## config.mk

```make
export PLATFORM = sky130hd
export DESIGN_NAME = sdec_decoder
export DESIGN_NICKNAME = d
export VERILOG_FILES = /design/src/verilog/sdec_pkg.sv /design/src/verilog/sdec_decoder.sv /design/src/verilog/sdec_fifo.sv
export VERILOG_INCLUDE_DIRS = /design/src /design/src/verilog
export SDC_FILE = /design/constraint.sdc
export NUM_CORES = 1
export LEC_CHECK = 0
export ABC_AREA = 1
export BUFFER_PORTS_ARGS = -buffer_cell sky130_fd_sc_hd__buf_2
export CAP_MARGIN = 10
export CORE_MARGIN = 2
export CORE_UTILIZATION = 52
export CTS_BUF_LIST = sky130_fd_sc_hd__clkbuf_4 sky130_fd_sc_hd__clkbuf_8
export CTS_CLUSTER_SIZE = 14
export DETAILED_ROUTE_END_ITERATION = 10
export GPL_TIMING_DRIVEN = 0
export PLACE_DENSITY_LB_ADDON = 0.25
export SLEW_MARGIN = 20
export SYNTH_ARGS = -nofsm -noshare
export SYNTH_HDL_FRONTEND = slang
export SYNTH_SLANG_ARGS = --single-unit
```

## constraint.sdc

```tcl
create_clock -name clock -period 5.8 [get_ports clock]
set_input_delay 0.87 -clock clock [delete_from_list [all_inputs] [get_ports clock]]
set_output_delay 0.87 -clock clock [all_outputs]
set_load 0.05 [all_outputs]
```

## src/verilog/sdec_defines.svh

```systemverilog
// constants for the service discovery element codec
`ifndef SDEC_DEFINES_SVH
`define SDEC_DEFINES_SVH
`define SDEC_TYPE_LSB 3
`define SDEC_SIZE_MSB 2
`define SDEC_PDU_HDR_BYTES 3'h5
`define SDEC_PDU_ID_MAX 8'h07
`define SDEC_TYPE_MAX 5'h08
`define SDEC_NEST_DEPTH 4
`define SDEC_FIFO_DEPTH 8
`endif

```

## src/verilog/sdec_pkg.sv

```systemverilog
// types for the service discovery element codec
package sdec_pkg;
  typedef enum logic [4:0] {
    SDEC_T_NIL = 5'h00,
    SDEC_T_UINT = 5'h01,
    SDEC_T_SINT = 5'h02,
    SDEC_T_UUID = 5'h03,
    SDEC_T_TEXT = 5'h04,
    SDEC_T_BOOL = 5'h05,
    SDEC_T_SEQ = 5'h06,
    SDEC_T_ALT = 5'h07,
    SDEC_T_URL = 5'h08
  } sdec_type_e;

  typedef enum logic [2:0] {
    SDEC_S_PDU = 3'b000,
    SDEC_S_HDR = 3'b001,
    SDEC_S_LEN = 3'b010,
    SDEC_S_DATA = 3'b011,
    SDEC_S_SKIP = 3'b100
  } sdec_state_e;

  // one decoded event, written into the output fifo
  typedef struct packed {
    logic [2:0] kind;
    logic [4:0] elem_type;
    logic [2:0] size_idx;
    logic [2:0] depth;
    logic [31:0] length;
    logic [7:0] data;
    logic last;
    logic error;
  } sdec_event_s;

  // kinds of decoded event
  typedef logic [2:0] sdec_kind_t;
  localparam sdec_kind_t SDEC_K_PDU_ID = 3'h0;
  localparam sdec_kind_t SDEC_K_TID = 3'h1;
  localparam sdec_kind_t SDEC_K_PLEN = 3'h2;
  localparam sdec_kind_t SDEC_K_HDR = 3'h3;
  localparam sdec_kind_t SDEC_K_DATA = 3'h4;
  localparam sdec_kind_t SDEC_K_END = 3'h5;
endpackage
```

## src/verilog/sdec_decoder.sv

```systemverilog
// byte-serial decoder of pdu headers and nested data elements
`timescale 1ns/1ps
`include "sdec_defines.svh"
module sdec_decoder (
  input wire logic clock,
  input wire logic reset_n,
  input wire logic rx_valid,
  output logic rx_ready,
  input wire logic [7:0] rx_data,
  input wire logic rx_start,
  output logic ev_valid,
  input wire logic ev_ready,
  output sdec_pkg::sdec_event_s ev_data,
  output logic format_error,
  output logic [15:0] pdu_tid,
  output logic [7:0] pdu_id,
  output logic pdu_id_reserved
);
  localparam int ND = `SDEC_NEST_DEPTH;
  sdec_pkg::sdec_state_e state_q;
  logic [2:0] cnt_q;
  logic [4:0] type_q;
  logic [2:0] size_q;
  logic [31:0] len_q;
  logic [15:0] plen_q;
  logic [7:0] pid_q;
  logic [15:0] tid_q;
  logic [2:0] depth_q;
  logic [31:0] remain_q [ND];
  logic err_q;
  logic fifo_ready;
  logic take;
  logic push;
  sdec_pkg::sdec_event_s ev_d;
  logic [4:0] hdr_type;
  logic [2:0] hdr_size;
  logic size_ok;
  logic [31:0] fixed_len;
  logic [2:0] len_bytes;
  logic [31:0] len_next;
  logic parent_overrun;
  logic elem_done;
  logic plen_over;

  // back-pressure from the event fifo stalls the byte input
  assign rx_ready = fifo_ready;
  // start wins over a byte offered in the same cycle
  assign take = rx_valid && rx_ready && !rx_start;
  assign push = take && (state_q != sdec_pkg::SDEC_S_SKIP);

  assign hdr_type = rx_data[7:`SDEC_TYPE_LSB];
  assign hdr_size = rx_data[`SDEC_SIZE_MSB:0];

  always_comb begin
    case (hdr_type)
      sdec_pkg::SDEC_T_NIL, sdec_pkg::SDEC_T_BOOL: size_ok = (hdr_size == 3'h0);
      sdec_pkg::SDEC_T_UINT, sdec_pkg::SDEC_T_SINT: size_ok = (hdr_size <= 3'h4);
      sdec_pkg::SDEC_T_UUID: size_ok = (hdr_size == 3'h1) || (hdr_size == 3'h2) || (hdr_size == 3'h4);
      sdec_pkg::SDEC_T_TEXT, sdec_pkg::SDEC_T_SEQ, sdec_pkg::SDEC_T_ALT,
      sdec_pkg::SDEC_T_URL: size_ok = (hdr_size >= 3'h5);
      default: size_ok = 1'b0;
    endcase
  end

  // fixed data sizes, nil is empty
  always_comb begin
    fixed_len = 32'h1 << hdr_size;
    if (hdr_type == sdec_pkg::SDEC_T_NIL) begin
      fixed_len = 32'h0;
    end
  end

  always_comb begin
    case (size_q)
      3'h5: len_bytes = 3'h1;
      3'h6: len_bytes = 3'h2;
      default: len_bytes = 3'h4;
    endcase
  end

  assign len_next = {len_q[23:0], rx_data};

  // overrun of enclosing length
  // remaining count of the parent still includes this last length byte
  assign parent_overrun = (depth_q != 3'h0) && (state_q == sdec_pkg::SDEC_S_LEN) && (cnt_q == 3'h1)
    && (len_next + 32'h1 > remain_q[depth_q[1:0] - 2'h1]);
  assign plen_over = (state_q != sdec_pkg::SDEC_S_PDU) && (plen_q == 16'h0);
  assign elem_done = (len_q == 32'h1);

  always_comb begin
    ev_d = '0;
    ev_d.depth = depth_q;
    ev_d.data = rx_data;
    ev_d.elem_type = type_q;
    ev_d.size_idx = size_q;
    ev_d.length = len_q;
    case (state_q)
      sdec_pkg::SDEC_S_PDU: begin
        ev_d.kind = (cnt_q == 3'h0) ? sdec_pkg::SDEC_K_PDU_ID :
          (cnt_q < 3'h3) ? sdec_pkg::SDEC_K_TID : sdec_pkg::SDEC_K_PLEN;
        ev_d.last = (cnt_q == 3'h4);
      end
      sdec_pkg::SDEC_S_HDR: begin
        ev_d.kind = sdec_pkg::SDEC_K_HDR;
        ev_d.elem_type = hdr_type;
        ev_d.size_idx = hdr_size;
        ev_d.length = fixed_len;
        ev_d.error = !size_ok;
      end
      sdec_pkg::SDEC_S_LEN: begin
        ev_d.kind = sdec_pkg::SDEC_K_PLEN;
        ev_d.length = len_next;
        ev_d.last = (cnt_q == 3'h1);
        ev_d.error = parent_overrun;
      end
      default: begin
        ev_d.kind = sdec_pkg::SDEC_K_DATA;
        ev_d.last = elem_done;
      end
    endcase
    ev_d.error = ev_d.error || plen_over;
  end

  always_ff @(posedge clock or negedge reset_n) begin
    if (!reset_n) begin
      state_q <= sdec_pkg::SDEC_S_PDU;
      cnt_q <= 3'h0;
      type_q <= 5'h0;
      size_q <= 3'h0;
      len_q <= 32'h0;
    end else if (rx_start) begin
      state_q <= sdec_pkg::SDEC_S_PDU;
      cnt_q <= 3'h0;
    end else if (take) begin
      case (state_q)
        sdec_pkg::SDEC_S_PDU: begin
          cnt_q <= cnt_q + 3'h1;
          if (cnt_q == `SDEC_PDU_HDR_BYTES - 3'h1) begin
            cnt_q <= 3'h0;
            state_q <= sdec_pkg::SDEC_S_HDR;
          end
        end
        sdec_pkg::SDEC_S_HDR: begin
          type_q <= hdr_type;
          size_q <= hdr_size;
          len_q <= fixed_len;
          if (!size_ok) begin
            state_q <= sdec_pkg::SDEC_S_SKIP;
          end else if (hdr_size >= 3'h5) begin
            state_q <= sdec_pkg::SDEC_S_LEN;
            cnt_q <= (hdr_size == 3'h5) ? 3'h1 : (hdr_size == 3'h6) ? 3'h2 : 3'h4;
            len_q <= 32'h0;
          end else if (fixed_len != 32'h0) begin
            state_q <= sdec_pkg::SDEC_S_DATA;
          end
        end
        sdec_pkg::SDEC_S_LEN: begin
          len_q <= len_next;
          cnt_q <= cnt_q - 3'h1;
          if (cnt_q == 3'h1) begin
            // sequences and alternatives descend, and zero-length elements return, into the header state instead of data
            if (type_q == sdec_pkg::SDEC_T_SEQ || type_q == sdec_pkg::SDEC_T_ALT || len_next == 32'h0) begin
              state_q <= sdec_pkg::SDEC_S_HDR;
            end else begin
              state_q <= sdec_pkg::SDEC_S_DATA;
            end
          end
        end
        sdec_pkg::SDEC_S_DATA: begin
          len_q <= len_q - 32'h1;
          if (elem_done) begin
            state_q <= sdec_pkg::SDEC_S_HDR;
          end
        end
        default: begin
          // stays here until the next pdu start
          state_q <= sdec_pkg::SDEC_S_SKIP;
        end
      endcase
    end
  end

  always_ff @(posedge clock or negedge reset_n) begin
    if (!reset_n) begin
      depth_q <= 3'h0;
      for (int i = 0; i < ND; i++) begin
        remain_q[i] <= 32'h0;
      end
    end else if (rx_start) begin
      depth_q <= 3'h0;
    end else if (take && state_q != sdec_pkg::SDEC_S_PDU) begin
      // every consumed byte counts against all open lists
      for (int i = 0; i < ND; i++) begin
        if (i < int'(depth_q) && remain_q[i] != 32'h0) begin
          remain_q[i] <= remain_q[i] - 32'h1;
        end
      end
      if (state_q == sdec_pkg::SDEC_S_LEN && cnt_q == 3'h1 && depth_q < 3'(ND)
          && (type_q == sdec_pkg::SDEC_T_SEQ || type_q == sdec_pkg::SDEC_T_ALT) && len_next != 32'h0) begin
        remain_q[depth_q[1:0]] <= len_next;
        depth_q <= depth_q + 3'h1;
      end else if (depth_q != 3'h0 && remain_q[depth_q[1:0] - 2'h1] == 32'h1 && state_q == sdec_pkg::SDEC_S_DATA) begin
        depth_q <= depth_q - 3'h1;
      end
    end
  end

  // sticky format error until next pdu
  always_ff @(posedge clock or negedge reset_n) begin
    if (!reset_n) begin
      err_q <= 1'b0;
    end else if (take && ((state_q == sdec_pkg::SDEC_S_HDR && !size_ok) || parent_overrun || plen_over)) begin
      err_q <= 1'b1;
    end else if (rx_start) begin
      err_q <= 1'b0;
    end
  end
  assign format_error = err_q;

  always_ff @(posedge clock or negedge reset_n) begin
    if (!reset_n) begin
      pid_q <= 8'h0;
      tid_q <= 16'h0;
      plen_q <= 16'h0;
    end else if (take && state_q == sdec_pkg::SDEC_S_PDU) begin
      if (cnt_q == 3'h0) begin
        pid_q <= rx_data;
      end else if (cnt_q < 3'h3) begin
        tid_q <= {tid_q[7:0], rx_data};
      end else begin
        plen_q <= {plen_q[7:0], rx_data};
      end
    end else if (take && plen_q != 16'h0) begin
      plen_q <= plen_q - 16'h1;
    end
  end
  assign pdu_id = pid_q;
  assign pdu_tid = tid_q;
  assign pdu_id_reserved = (pid_q == 8'h00) || (pid_q > `SDEC_PDU_ID_MAX);

  sdec_fifo #(
    .WIDTH($bits(sdec_pkg::sdec_event_s)),
    .DEPTH(`SDEC_FIFO_DEPTH)
  ) u_fifo (
    .clock(clock),
    .reset_n(reset_n),
    .in_valid(push),
    .in_ready(fifo_ready),
    .in_data(ev_d),
    .out_valid(ev_valid),
    .out_ready(ev_ready),
    .out_data(ev_data)
  );
endmodule

```

## src/verilog/sdec_fifo.sv

```systemverilog
// synchronous fifo for decoded events
`timescale 1ns/1ps
module sdec_fifo #(
  parameter int WIDTH = 8,
  parameter int DEPTH = 8
) (
  input wire logic clock,
  input wire logic reset_n,
  input wire logic in_valid,
  output logic in_ready,
  input wire logic [WIDTH-1:0] in_data,
  output logic out_valid,
  input wire logic out_ready,
  output logic [WIDTH-1:0] out_data
);
  localparam int AW = $clog2(DEPTH);
  logic [WIDTH-1:0] mem [DEPTH];
  logic [AW:0] wr_q;
  logic [AW:0] rd_q;
  logic full;
  logic empty;

  assign empty = (wr_q == rd_q);
  assign full = (wr_q[AW] != rd_q[AW]) && (wr_q[AW-1:0] == rd_q[AW-1:0]);
  assign in_ready = !full;
  assign out_valid = !empty;
  assign out_data = mem[rd_q[AW-1:0]];

  always_ff @(posedge clock) begin
    if (in_valid && !full) begin
      mem[wr_q[AW-1:0]] <= in_data;
    end
  end

  always_ff @(posedge clock or negedge reset_n) begin
    if (!reset_n) begin
      wr_q <= '0;
      rd_q <= '0;
    end else begin
      if (in_valid && !full) begin
        wr_q <= wr_q + 1'b1;
      end
      if (out_ready && !empty) begin
        rd_q <= rd_q + 1'b1;
      end
    end
  end
endmodule

```

==> out/qor.csv <==
stage,metric,value,unit
global_route,first_global_vias,32200,
power,vdd_ir_drop_max,415,uV
min_path,hold_class,input pin to flop,
timing,slew-limit-headroom,0.235,
final_layout,syn_to_final_growth,12.5,%
status,status,finished clean,
die,die_area,73400,um^2
final_layout,stdcell_area,41700,um^2
detailed_routing,wirelength,131000,um
timing,rsz0062_at_grt,false,
die,io_pins,97,
synth,syn_area,37000,um^2
detailed_routing,wire_per_inst,22.7,um
setup_path,cp_max_fo,11,
final_layout,n_fill_cell,6319,
timing,fin_crit_sh,0.841,
timing,setup_viol,0,
synth,yosysSeqAreaShare,0.516,
synth,synth_fp_nets,4554,
min_path,holdPathStages,1,
setup_path,r2r_start,depth_q[0]$_DFFE_PN0P_,
synth,ys_seq_elements,674,
die,die_w,271,um
clock_network,cts_tree,built,
die,initial_utilization,0.527,
timing,final.setup_skew,0.0440,ns
detailed_routing,dr.pass1.iters,8,
clock_network,clock_tree.root_cell,clkbuf_8,
power,p_per_area,458,nW/um^2
clock_network,cts-buffers-inserted,109,
detailed_routing,drcViolationCount,0,
setup_path,start_kind,flop,
timing,hold_violations,0,
setup_path,ff2ff_path_depth,20,
timing,final.min_clock_period,4.88,ns
clock_network,clk_latency,0.75,ns
final_layout,drive_gt1_frac,0.102,
place,port_buffers,96,
timing,layout_setup_ws,0.922,ns
synth,synth_cells,4480,
clock_network,clockBufferDepth,3,
global_route,grt_pass1_wl,196000,um
setup_path,startpoint,depth_q[0]$_DFFE_PN0P_,
setup_path,reg2reg_to,format_error$_DFFE_PN0P_,
detailed_routing,avgViaCountPerCell,5.87,
clock_network,cts_sinks,674,
place,dp_slack,0.763,ns
timing,clock.fmax,205,MHz
place,place_hpwl,95500,um
timing,worst_pin_slew,1.14,ns
power,power,19.1,mW
clock_network,cts.clk_slew.worst_paths,0.07,ns
clock_network,h-tree-depth,3,
synth,yosys_warnings,0,
clock_network,post_cts_buffers,0,
setup_path,crit_arrival,5.49,ns
global_route,grt_antenna_before_repair,2,
global_route,grt_max_degree,73,
setup_path,crit_type,flop to flop,
place,gp_congestion,1.12,
setup_path,worstPathRequired,6.41,ns
global_route,grt_usage,0.354,
setup_path,reg2reg_slack,0.92,ns
global_route,overflow,0,
setup_path,worstSetupEndpointType,flop,
die,rows,97,
min_path,min_from,rx_data[3],
place,dpl-instance-area,39300,um^2
timing,slew_viol_final,0,
power,power.leakage,17.2,nW
detailed_routing,vias,33700,
die,design.core.area,70300,um^2
detailed_routing,drt_iter0_drc,4047,
final_layout,layout.nets,4785,
die,fp.dieH,271,um
flow_run,cap_violations,0,
setup_path,endpoint,format_error$_DFFE_PN0P_,
synth,avgSynthCellArea,8.27,um^2
synth,ys_types,59,
detailed_routing,postRouteAntennaNets,0,
[report_power, final]
part	switching [mW]	total, mW	internal, mW
Sequential	0.384	6.55	6.16
Clock	2.02	4.42	2.40
Combinational	6.21	8.12	1.91
[repair_timing]
action | in CTS | in global routing
hold buffers | 1 | 0
setup endpoints to repair | 0 | 0
gates resized for setup | 0 | 0
endpoints found under the hold margin | 32 | 0
[worst min-delay path by stage]
stage,end,slack [ns]
6_report,u_fifo.mem[3][5]$_DFFE_PP_,0.44
5_1_grt,u_fifo.mem[3][5]$_DFFE_PP_,0.45
4_1_cts,u_fifo.mem[3][5]$_DFFE_PP_,0.37
3_5_place_dp,pdu_tid[8]$_DFFE_PN0P_,0.47
3_3_place_gp,pdu_tid[8]$_DFFE_PN0P_,0.46
2_1_floorplan,size_q[0]$_DFFE_PN0P_,0.45
[cells in the final DEF, fill, tap and decap left out, types with 44 or more instances in the layout]
cell	n
ha_1	61
nand4_1	44
o21ai_1	44
nor2_1	805
nand3_1	257
edfxtp_1	448
inv_1	253
o21ai_0	469
buf_2	164
o22ai_1	98
a21oi_1	46
a31oi_1	59
nand2_1	1095
clkbuf_8	125
xor2_1	97
dfrtp_1	226
clkbuf_1	131
[registers in the layout, indices dropped and copies added, names as in the netlist]
name	cells
u_fifo.wr_q	4
depth_q	3
type_q	5
state_q	3
plen_q	16
size_q	3
pdu_tid	16
len_q	32
format_error	1
cnt_q	3
remain_q	128
u_fifo.mem	448
pdu_id	8
u_fifo.rd_q	4
[critical path, stage by stage (launching register included)]
cell      delay, ns
dfrtp_1        0.56
buf_2          0.26
inv_2          0.15
clkbuf_1       0.53
ha_1           0.34
buf_2          0.16
inv_1          0.12
clkbuf_1       0.49
nand3_1        0.36
nand2_1        0.25
ha_1           0.28
a21oi_1        0.13
o21ai_0        0.10
nor2_1         0.11
nand2_1        0.06
nand2_1        0.05
nand2_1        0.05
nand2_1        0.15
nand2_1        0.34
nand2_1        0.14
o21ai_0        0.09
[metal layers]
metal | GRT usage | vias up | wire length, um
met5 | 0 | - | 0
met4 | 0.224 | 0 | 9320
met3 | 0.0564 | 451 | 11400
met2 | 0.557 | 1736 | 58800
met1 | 0.457 | 16000 | 51000
li1 | - | 15500 | -
[logic make-up after synthesis]
group | after synthesis | share of synthesized area
xor gates and xnor gates | 112 | 0.0265
AOI/OAI and AO/OA | 785 | 0.117
adders and majority gates | 61 | 0.0206
muxes | 2 | 0.000574
buffers and inverters | 521 | 0.0600
and+or+nand+nor | 2325 | 0.259
DFF | 674 | 0.516
[layout make-up]
cell class / instances / area [um^2] / area share
Sequential cell: 674 / 19100 / 0.459
Multi-Input combinational cell: 3285 / 15800 / 0.379
Clock buffer: 153 / 1930 / 0.0463
Tap cell: 940 / 1180 / 0.0282
Buffer: 236 / 1130 / 0.0271
Inverter: 285 / 1090 / 0.0262
Timing Repair Buffer: 120 / 1030 / 0.0247
Clock inverter: 51 / 424 / 0.0102
Antenna cell: 1 / 2.50 / 0.0000600
[cell usage after synthesis (all sizes together)]
master	n	share of area
a32oi	1	0.00024
buf	105	0.017
nor4	8	0.0014
inv	270	0.028
nand2	1108	0.11
nor2b	1	0.00017
o211ai	31	0.0068
nor3	45	0.0067
a221o	1	0.00027
xor2	97	0.023
o21bai	4	0.00081
a21oi	46	0.0062
ha	61	0.021
mux2	1	0.00030
nor3b	1	0.00020
o22ai	98	0.017
o311ai	2	0.00047
mux2i	1	0.00027
o31ai	3	0.00061
clkinv	15	0.0017
dfrtp	226	0.15
clkbuf	131	0.013
or2	5	0.00084
edfxtp	448	0.36
nand4	45	0.0078
o32ai	1	0.00024
xnor2	15	0.0035
o21a	5	0.0010
nand3	263	0.037
nand3b	13	0.0026
nor2	835	0.089
a22oi	7	0.0014
o221ai	8	0.0019
and3	1	0.00017
a21boi	2	0.00041
a31oi	59	0.010
o21ai	517	0.070
[through the flow]
stage / setup TNS [ns] / std cells / utilization / hold slack (ns)
after floorplan: 0 / 4480 / - / 0.453
after global placement: -447.28 / 5516 / 0.551 / 0.464
after detailed placement: 0 / 5539 / 0.559 / 0.473
after CTS: 0 / 5744 / 0.593 / 0.374
after global routing: 0 / 5745 / 0.593 / 0.446
final: 0 / 5745 / 0.593 / 0.436
No activity file was read; power rests on OpenSTA's default activity.
